[src/design/hdlc_fifo_pkg.sv]
package hdlc_fifo_pkg;

  // ----------------------------------------
  // Register port addresses
  // ----------------------------------------
  localparam logic [7:0] ADDR_LATCHED_STATUS = 8'h59;
  localparam logic [7:0] ADDR_INT_ENABLE = 8'h5a;
  localparam logic [7:0] ADDR_FIFO_INFO = 8'h5b;
  localparam logic [7:0] ADDR_RX_DATA = 8'h5c;
  localparam logic [7:0] ADDR_RX_STATUS = 8'h5d;
  localparam logic [7:0] ADDR_TX_DATA = 8'h5e;
  localparam logic [7:0] ADDR_TX_CONTROL = 8'h5f;
  localparam logic [7:0] ADDR_WATERMARK = 8'h58;

  // ----------------------------------------
  // Field positions and reset values
  // ----------------------------------------
  localparam int EV_TX_END = 0;
  localparam int EV_TX_UNDERRUN = 1;
  localparam int EV_TX_LOW = 2;
  localparam int EV_RX_HIGH = 3;
  localparam int EV_RX_ABORT = 4;
  localparam int EV_RX_START = 5;
  localparam int EV_RX_END = 6;
  localparam int EV_RX_OVERRUN = 7;
  localparam int INFO_TX_EMPTY = 4;
  localparam int INFO_RX_EMPTY = 5;
  localparam int CTRL_MSG_END = 0;
  localparam int LEVEL_SHIFT = 4;
  localparam logic [3:0] LEVEL_MAX = 4'hf;
  localparam logic [7:0] RESET_BYTE = 8'h00;
  localparam logic [1:0] PS_TOO_SHORT = 2'h2;
  localparam logic [2:0] MIN_PACKET = 3'h4;
  localparam logic [7:0] READ_FILLER = 8'h00;

  // ----------------------------------------
  // Depths and watermark steps
  // ----------------------------------------
  localparam int TX_DEPTH = 256;
  localparam int RX_DEPTH = 32;
  localparam int TX_CW = 9;
  localparam int RX_CW = 6;
  localparam int TX_MARK_SHIFT = 5;
  localparam int RX_MARK_SHIFT = 2;

  typedef struct packed {
    logic msg_end;
    logic [7:0] data;
  } tx_entry_s;

  typedef struct packed {
    logic [1:0] packet_status;
    logic closing;
    logic opening;
    logic [7:0] data;
  } rx_entry_s;

  typedef struct packed {
    logic last;
    logic [1:0] packet_status;
    logic [7:0] data;
  } rx_byte_s;

endpackage

[src/design/hdlc_fifo_host_interface.sv]
`timescale 1ns/1ps
`default_nettype none

// ----------------------------------------
// Synchronous FIFO
// ----------------------------------------
module hdlc_sync_fifo #(
  parameter int WIDTH = 8,
  parameter int DEPTH = 32,
  parameter int CW = 6
) (
  input wire logic clock,
  input wire logic rst_n,
  input wire logic in_valid,
  output logic in_ready,
  input wire logic [WIDTH-1:0] in_data,
  output logic out_valid,
  input wire logic out_ready,
  output logic [WIDTH-1:0] out_data,
  output logic [CW-1:0] count
);
  localparam int AW = $clog2(DEPTH);
  localparam logic [CW-1:0] FULL_COUNT = CW'(DEPTH);
  localparam logic [CW-1:0] ONE = CW'(1);

  logic [WIDTH-1:0] mem [DEPTH];
  logic [AW-1:0] wr_ptr_q;
  logic [AW-1:0] rd_ptr_q;
  logic [CW-1:0] count_q;
  logic [CW-1:0] count_d;
  logic ready_q;
  logic valid_q;
  logic push;
  logic pop;

  assign push = in_valid && ready_q;
  assign pop = out_ready && valid_q;
  assign in_ready = ready_q;
  assign out_valid = valid_q;
  assign out_data = mem[rd_ptr_q];
  assign count = count_q;

  always_comb begin
    count_d = count_q;
    if (push && !pop) begin
      count_d = count_q + ONE;
    end else if (pop && !push) begin
      count_d = count_q - ONE;
    end
  end

  always_ff @(posedge clock) begin
    if (push) begin
      mem[wr_ptr_q] <= in_data;
    end
  end

  always_ff @(posedge clock or negedge rst_n) begin
    if (!rst_n) begin
      wr_ptr_q <= '0;
    end else if (push) begin
      wr_ptr_q <= wr_ptr_q + AW'(1);
    end
  end

  always_ff @(posedge clock or negedge rst_n) begin
    if (!rst_n) begin
      rd_ptr_q <= '0;
    end else if (pop) begin
      rd_ptr_q <= rd_ptr_q + AW'(1);
    end
  end

  always_ff @(posedge clock or negedge rst_n) begin
    if (!rst_n) begin
      count_q <= '0;
    end else begin
      count_q <= count_d;
    end
  end

  // Flags kept in flops so ready and valid are glitch free
  always_ff @(posedge clock or negedge rst_n) begin
    if (!rst_n) begin
      ready_q <= 1'b1;
      valid_q <= 1'b0;
    end else begin
      ready_q <= (count_d != FULL_COUNT);
      valid_q <= (count_d != '0);
    end
  end
endmodule

// ----------------------------------------
// Host interface top
// ----------------------------------------
module hdlc_fifo_host_interface
  import hdlc_fifo_pkg::*;
(
  input wire logic clock,
  input wire logic rst_n,
  input wire logic [7:0] addr,
  input wire logic rd_strobe,
  input wire logic wr_strobe,
  input wire logic [7:0] wr_data,
  output logic [7:0] rd_data_q,
  input wire logic master_hdlc_int_en,
  output logic irq_q,
  input wire logic tx_pop,
  output logic tx_valid,
  output tx_entry_s tx_head,
  input wire logic tx_underrun,
  input wire logic rx_push,
  output logic rx_ready,
  input wire rx_byte_s rx_byte,
  input wire logic rx_abort,
  input wire logic rx_packet_start
);

  // ----------------------------------------
  // Register decode
  // ----------------------------------------
  function automatic logic hit(input logic [7:0] a, input logic [7:0] reg_addr);
    return a == reg_addr;
  endfunction

  logic rd_status;
  logic wr_tx_ctrl;
  assign rd_status = rd_strobe && hit(addr, ADDR_RX_STATUS);
  assign wr_tx_ctrl = wr_strobe && hit(addr, ADDR_TX_CONTROL);

  logic [7:0] hdlc_event_int_enable_q;
  logic [7:0] hdlc_latched_status_q;
  logic [7:0] tx_fifo_data_q;
  logic [7:0] watermark_q;

  // ----------------------------------------
  // Register writes
  // ----------------------------------------
  always_ff @(posedge clock or negedge rst_n) begin
    if (!rst_n) begin
      hdlc_event_int_enable_q <= RESET_BYTE;
    end else if (wr_strobe && hit(addr, ADDR_INT_ENABLE)) begin
      hdlc_event_int_enable_q <= wr_data;
    end
  end

  always_ff @(posedge clock or negedge rst_n) begin
    if (!rst_n) begin
      tx_fifo_data_q <= RESET_BYTE;
    end else if (wr_strobe && hit(addr, ADDR_TX_DATA)) begin
      tx_fifo_data_q <= wr_data; // Held until control write
    end
  end

  always_ff @(posedge clock or negedge rst_n) begin
    if (!rst_n) begin
      watermark_q <= RESET_BYTE;
    end else if (wr_strobe && hit(addr, ADDR_WATERMARK)) begin
      watermark_q <= wr_data;
    end
  end

  // ----------------------------------------
  // Transmit FIFO
  // ----------------------------------------
  tx_entry_s tx_in;
  logic [TX_CW-1:0] tx_count;
  logic tx_in_ready;

  always_comb begin
    tx_in.data = tx_fifo_data_q;
    tx_in.msg_end = wr_data[CTRL_MSG_END]; // Message end mark
  end

  // Full FIFO refuses the push, so the entry is dropped
  hdlc_sync_fifo #(
    .WIDTH($bits(tx_entry_s)),
    .DEPTH(TX_DEPTH),
    .CW(TX_CW)
  ) tx_fifo (
    .clock(clock),
    .rst_n(rst_n),
    .in_valid(wr_tx_ctrl), // Data and control pushed as one
    .in_ready(tx_in_ready),
    .in_data(tx_in),
    .out_valid(tx_valid),
    .out_ready(tx_pop),
    .out_data(tx_head), // Engine shifts data bit 0 first
    .count(tx_count)
  );

  // ----------------------------------------
  // Receive FIFO
  // ----------------------------------------
  rx_entry_s rx_in;
  rx_entry_s rx_head;
  logic rx_valid;
  logic [RX_CW-1:0] rx_count;
  logic in_packet_q;
  logic [2:0] pkt_len_q;
  logic rx_accept;

  assign rx_accept = rx_push && rx_ready;

  always_comb begin
    rx_in.data = rx_byte.data;
    rx_in.opening = !in_packet_q; // First byte after a close
    rx_in.closing = rx_byte.last; // Set for good and bad packets
    rx_in.packet_status = rx_byte.packet_status;
    if (rx_byte.last && (pkt_len_q < (MIN_PACKET - 3'h1))) begin
      rx_in.packet_status = PS_TOO_SHORT; // Runt packet
    end
  end

  always_ff @(posedge clock or negedge rst_n) begin
    if (!rst_n) begin
      in_packet_q <= 1'b0;
    end else if (rx_accept) begin
      in_packet_q <= !rx_byte.last;
    end
  end

  // Counts bytes of the packet in flight; saturates, only small values matter
  always_ff @(posedge clock or negedge rst_n) begin
    if (!rst_n) begin
      pkt_len_q <= '0;
    end else if (rx_accept && rx_byte.last) begin
      pkt_len_q <= '0;
    end else if (rx_accept && (pkt_len_q != MIN_PACKET)) begin
      pkt_len_q <= pkt_len_q + 3'h1;
    end
  end

  // Byte and its status travel as one entry
  hdlc_sync_fifo #(
    .WIDTH($bits(rx_entry_s)),
    .DEPTH(RX_DEPTH),
    .CW(RX_CW)
  ) rx_fifo (
    .clock(clock),
    .rst_n(rst_n),
    .in_valid(rx_push),
    .in_ready(rx_ready),
    .in_data(rx_in),
    .out_valid(rx_valid),
    .out_ready(rd_status), // Only the status read pops
    .out_data(rx_head),
    .count(rx_count)
  );

  // ----------------------------------------
  // Information and status views
  // ----------------------------------------
  logic [7:0] fifo_info;
  logic [3:0] tx_fifo_level;
  logic tx_low;
  logic rx_high;
  logic tx_low_q;
  logic rx_high_q;

  always_comb begin
    tx_fifo_level = tx_count[TX_CW-1:LEVEL_SHIFT] > (TX_CW-LEVEL_SHIFT)'(LEVEL_MAX)
      ? LEVEL_MAX : tx_count[LEVEL_SHIFT+3:LEVEL_SHIFT];
    fifo_info = RESET_BYTE;
    fifo_info[3:0] = tx_fifo_level;
    fifo_info[INFO_TX_EMPTY] = !tx_valid;
    fifo_info[INFO_RX_EMPTY] = !rx_valid;
  end

  assign tx_low = tx_count < (TX_CW'(watermark_q[2:0]) << TX_MARK_SHIFT);
  assign rx_high = rx_count > (RX_CW'(watermark_q[6:4]) << RX_MARK_SHIFT);

  always_ff @(posedge clock or negedge rst_n) begin
    if (!rst_n) begin
      tx_low_q <= 1'b0;
    end else begin
      tx_low_q <= tx_low;
    end
  end

  always_ff @(posedge clock or negedge rst_n) begin
    if (!rst_n) begin
      rx_high_q <= 1'b0;
    end else begin
      rx_high_q <= rx_high;
    end
  end

  // ----------------------------------------
  // Latched events
  // ----------------------------------------
  logic [7:0] events;
  logic [7:0] clear_mask;

  always_comb begin
    events = RESET_BYTE;
    events[EV_TX_END] = (tx_pop && tx_valid && tx_head.msg_end) || tx_underrun;
    events[EV_TX_UNDERRUN] = tx_underrun;
    events[EV_TX_LOW] = tx_low && !tx_low_q;
    events[EV_RX_HIGH] = rx_high && !rx_high_q;
    events[EV_RX_ABORT] = rx_abort;
    events[EV_RX_START] = rx_packet_start;
    events[EV_RX_END] = rx_accept && rx_byte.last;
    events[EV_RX_OVERRUN] = rx_push && !rx_ready;
    clear_mask = (wr_strobe && hit(addr, ADDR_LATCHED_STATUS)) ? wr_data : RESET_BYTE;
  end

  // New event wins over a same-cycle write-1 clear
  always_ff @(posedge clock or negedge rst_n) begin
    if (!rst_n) begin
      hdlc_latched_status_q <= RESET_BYTE;
    end else begin
      hdlc_latched_status_q <= (hdlc_latched_status_q & ~clear_mask) | events;
    end
  end

  // Only latched events feed the request, never the info bits
  always_ff @(posedge clock or negedge rst_n) begin
    if (!rst_n) begin
      irq_q <= 1'b0;
    end else begin
      irq_q <= master_hdlc_int_en
        && |(hdlc_latched_status_q & hdlc_event_int_enable_q);
    end
  end

  // ----------------------------------------
  // Read data
  // ----------------------------------------
  // Status read of an empty FIFO shows a stale entry; host checks the flag
  always_ff @(posedge clock or negedge rst_n) begin
    if (!rst_n) begin
      rd_data_q <= RESET_BYTE;
    end else if (rd_strobe) begin
      case (addr)
        ADDR_LATCHED_STATUS: rd_data_q <= hdlc_latched_status_q;
        ADDR_INT_ENABLE: rd_data_q <= hdlc_event_int_enable_q;
        ADDR_FIFO_INFO: rd_data_q <= fifo_info;
        ADDR_WATERMARK: rd_data_q <= watermark_q;
        ADDR_RX_DATA: rd_data_q <= rx_head.data;
        ADDR_RX_STATUS: rd_data_q <= {4'h0, rx_head.packet_status,
          rx_head.closing, rx_head.opening};
        default: rd_data_q <= READ_FILLER; // Write-only and unmapped
      endcase
    end
  end

endmodule
`default_nettype wire

[config.mk]
export PLATFORM = sky130hd
export DESIGN_NAME = hdlc_fifo_host_interface
export DESIGN_NICKNAME = d
export VERILOG_FILES = /design/src/design/hdlc_fifo_pkg.sv /design/src/design/hdlc_fifo_host_interface.sv
export SDC_FILE = /design/constraint.sdc
export NUM_CORES = 2
export LEC_CHECK = 0
export BUFFER_PORTS_ARGS = -buffer_cell sky130_fd_sc_hd__buf_2
export CAP_MARGIN = 0
export CORE_UTILIZATION = 59
export CTS_BUF_LIST = sky130_fd_sc_hd__clkbuf_4
export DETAILED_ROUTE_END_ITERATION = 12
export PLACE_DENSITY = 0.78
export SYNTH_ARGS = -nofsm -noshare
export SYNTH_HDL_FRONTEND = slang
export SYNTH_SLANG_ARGS = --single-unit
[constraint.sdc]
create_clock -name clock -period 4 [get_ports clock]
set_input_delay 0.8 -clock clock [delete_from_list [all_inputs] [get_ports clock]]
set_output_delay 0.8 -clock clock [all_outputs]
set_load 0.05 [all_outputs]
==> results.ini <==
[job]
cap_violations = 0

[routing]
first_iter_violations = 8285
viasPerCell = 6.55
wl_mm = 271
firstDrtPassIters = 6
routed-via-count = 57900
ant_nets = 0
drc_errors = 0
wl_per_cell_um = 30.6

[global_routing]
grt_remaining_overflow = 0
grt_max_degree = 162
first_global_vias = 58800
antenna_found_initial = 9
grt_pass1_wl_mm = 393
grt_use_total_pct = 29.5

[logic_synthesis]
synthFlopType = edfxtp_1
synthSimpleGateAreaFrac_pct = 2.24
netlist_area_um2 = 108000
synth_most_common_cell = edfxtp_1
synth_mux_area_share_pct = 17.9
synthesis.nets = 4848
synth-async-reset-ratio_pct = 3.31
yosys_warnings = 0
seq_area_frac_synth_pct = 76.8
synth_top_area_share_pct = 74.6
syn_inst = 4789
synth_top_family_by_area = multiplexers
syn_avg_cell_area_um2 = 22.6
synth_largest_area_cell = edfxtp_1
synthAdderAreaFrac_pct = 0.255
synth_common_cells = edfxtp_1 (2,688), mux4_2 (817), nor2_1 (315)
synth_edf_count = 2688
synth-xor-area-share_pct = 0.275
synth_compound_area_share_pct = 1.20
ys_seq_elements = 2780
synth_area_leaders = edfxtp_1 (75%), mux4_2 (17%), dfrtp_1 (2.1%)
synthDistinctLibCells = 66

[timing]
finalCritPeriodShare_pct = 140
rsz0062_at_grt = yes
hold_violations = 0
slew-limit-headroom_pct = 9.86
setup_viol = 25
fmax_mhz = 179
setup_ws_ns = -1.59
drv_slew = 0
worstMarginPinSlew_ns = 1.35
skew_ns = 0.104
period_minus_slack_ns = 5.59

[clock_tree]
ctsLongestPathBuffers = 4
h-tree-depth = 6
clk_pin_slew_worst_paths_ns = 0.07
cts_tree = done
clock_latency_ns = 1.44
numClockSinks = 2780
clock-root-buffer = clkbuf_4
cts_buffers = 676

[finish]
syn_to_final_growth_pct = 17.0
top_register = tx_fifo.mem
fin_nets = 6078
n_fill_cell = 10200
drive_gt1_share_pct = 42.9
postLayoutCoreUtil_pct = 69.8
largest_reg_flops = 2304

[place]
numPortBuffers = 56
gp_congestion = 0.877
preCtsSetupSlack_ns = -0.774
dp_hpwl_mm = 161

[setup_path]
path_cells = buf_12 -> buf_16 -> buf_6 -> mux4_2 -> mux4_2 -> a22o_4 -> a221oi_4 -> o22ai_2 -> a211o_1 -> buf_6
crit_type = register to output pin
worstPathArrival_ns = 4.79
critPathRequiredTime_ns = 3.20
cp-end-kind = output pin
cp_max_fo = 5
slowest_stage = mux4_2
cp-start-kind = register
crit_family = compound AO/OA/AOI/OAI gates
slowest_delay_ns = 0.53
path_buf_inv = 4

[floorplan]
die_area_um2 = 185000
num_rows = 156
ios = 57
fp.dieH_um = 430
start_util_pct = 59.6
die_x_um = 430
core_area_um2 = 181000

[status]
violations = negative setup slack
status = finished, violations left

[power_and_ir_drop]
power.leakage_uw = 0.0428
power.density_nw_per_um2 = 632
ir_drop_uv = 688

[min_path]
hold_path.class = primary input to register

==> where the power goes <==
group	internal, uW	switching [uW]	total, uW
Clock	11800	11000	22900
Sequential	32300	517	32800
Combinational	12200	12000	24200
Total	56400	23500	79900
==> worst register-to-register path: stages, from the launching register on <==
cell and delay, ns:
dfrtp_4 0.79, buf_4 0.38, mux4_2 0.58, mux4_2 0.54
mux2_2 0.33, a21oi_1 0.15, o22ai_1 0.09, dlygate4sd3_1 0.59
==> stage by stage <==
step	setup TNS (ns)	hold slack [ns]	cells	total power, uW	area [um^2]
after floorplan	0	0.450	4789	46600	108000
after global placement	-3.38	0.465	7566	54100	116000
after detailed placement	-5.22	0.485	7566	54500	116000
after CTS	-14.35	0.00738	8784	78900	126000
after global routing	-14.13	0.0953	8840	82500	126000
final	-13.84	0.182	8841	79900	126000
==> per-layer routing <==
layer / global-route usage (%) / routed length [um] / vias up
met5: 0 / 63 / -
met4: 12.2 / 11000 / 8
met3: 7.62 / 32700 / 685
met2: 45.8 / 130000 / 4408
met1: 40.5 / 96900 / 29700
li1: - / - / 23100
==> final timing paths <==
check,slack [ns],end,from,cells after the start
max,-1.59,tx_head[6],tx_fifo.rd_ptr_q[0],10
max in group asynchronous,3.04,tx_fifo.rd_ptr_q[2],rst_n,4
min,0.18,tx_fifo.mem[84][8],wr_data[0],1
min reg2reg,0.50,in_packet_q,in_packet_q,2
max reg2reg,0.42,rd_data_q[6],rx_fifo.rd_ptr_q[0],7
min in group asynchronous,0.55,tx_fifo.in_ready,rst_n,3
==> layout by cell type (no fill, tap or decap), types with 15 or more instances in the layout <==
| cell type | netlist | routed |
|---|---|---|
| o22ai_1 | 25 | 22 |
| nand3_2 | 0 | 15 |
| buf_4 | 27 | 591 |
| a21oi_1 | 32 | 30 |
| nand2_1 | 90 | 82 |
| mux2i_1 | 59 | 51 |
| nand4_1 | 19 | 19 |
| buf_6 | 18 | 31 |
| buf_2 | 57 | 45 |
| mux4_2 | 817 | 817 |
| clkinv_1 | 2 | 98 |
| nor2_1 | 315 | 313 |
| mux2_2 | 34 | 34 |
| ha_1 | 22 | 22 |
| dfrtp_1 | 90 | 75 |
| xnor2_1 | 29 | 29 |
| nand3_1 | 38 | 21 |
| buf_12 | 0 | 73 |
| buf_16 | 0 | 20 |
| a22oi_2 | 0 | 17 |
| edfxtp_1 | 2688 | 2688 |
| inv_1 | 32 | 32 |
| clkbuf_4 | 0 | 992 |
| dlygate4sd3_1 | 0 | 46 |
==> cell families (layout without fill, tap and decap cells) <==
| group | count (synthesis) | count (layout) |
|---|---|---|
| DFF | 2780 | 2780 |
| muxes | 910 | 910 |
| and+or+nand+nor | 553 | 553 |
| buffers and inverters | 303 | 1980 |
| AOI/OAI and AO/OA | 187 | 187 |
| xor gates and xnor gates | 34 | 34 |
| adders and majority gates | 22 | 22 |
| other | 0 | 5 |
==> cell type report <==
type | count | area (um^2) | share of cell area [%]
Clock buffer | 992 | 7450 | 5.89
Timing Repair Buffer | 821 | 7830 | 6.19
Clock inverter | 133 | 764 | 0.604
Multi-Input combinational cell | 1706 | 24300 | 19.2
Antenna cell | 5 | 12.5 | 0.00989
Sequential cell | 2780 | 83100 | 65.7
Inverter | 34 | 128 | 0.101
Tap cell | 2370 | 2970 | 2.34
==> what timing repair did <==
item                                    CTS  global route
gates resized for setup                 125            63
pin swaps                                17            24
hold buffers                             47             0
endpoints found under the setup margin    9            82
endpoints found under the hold margin   468             0
cloned                                   11             5
setup buffers                            38            48
Power figures use the tool's default switching activity.
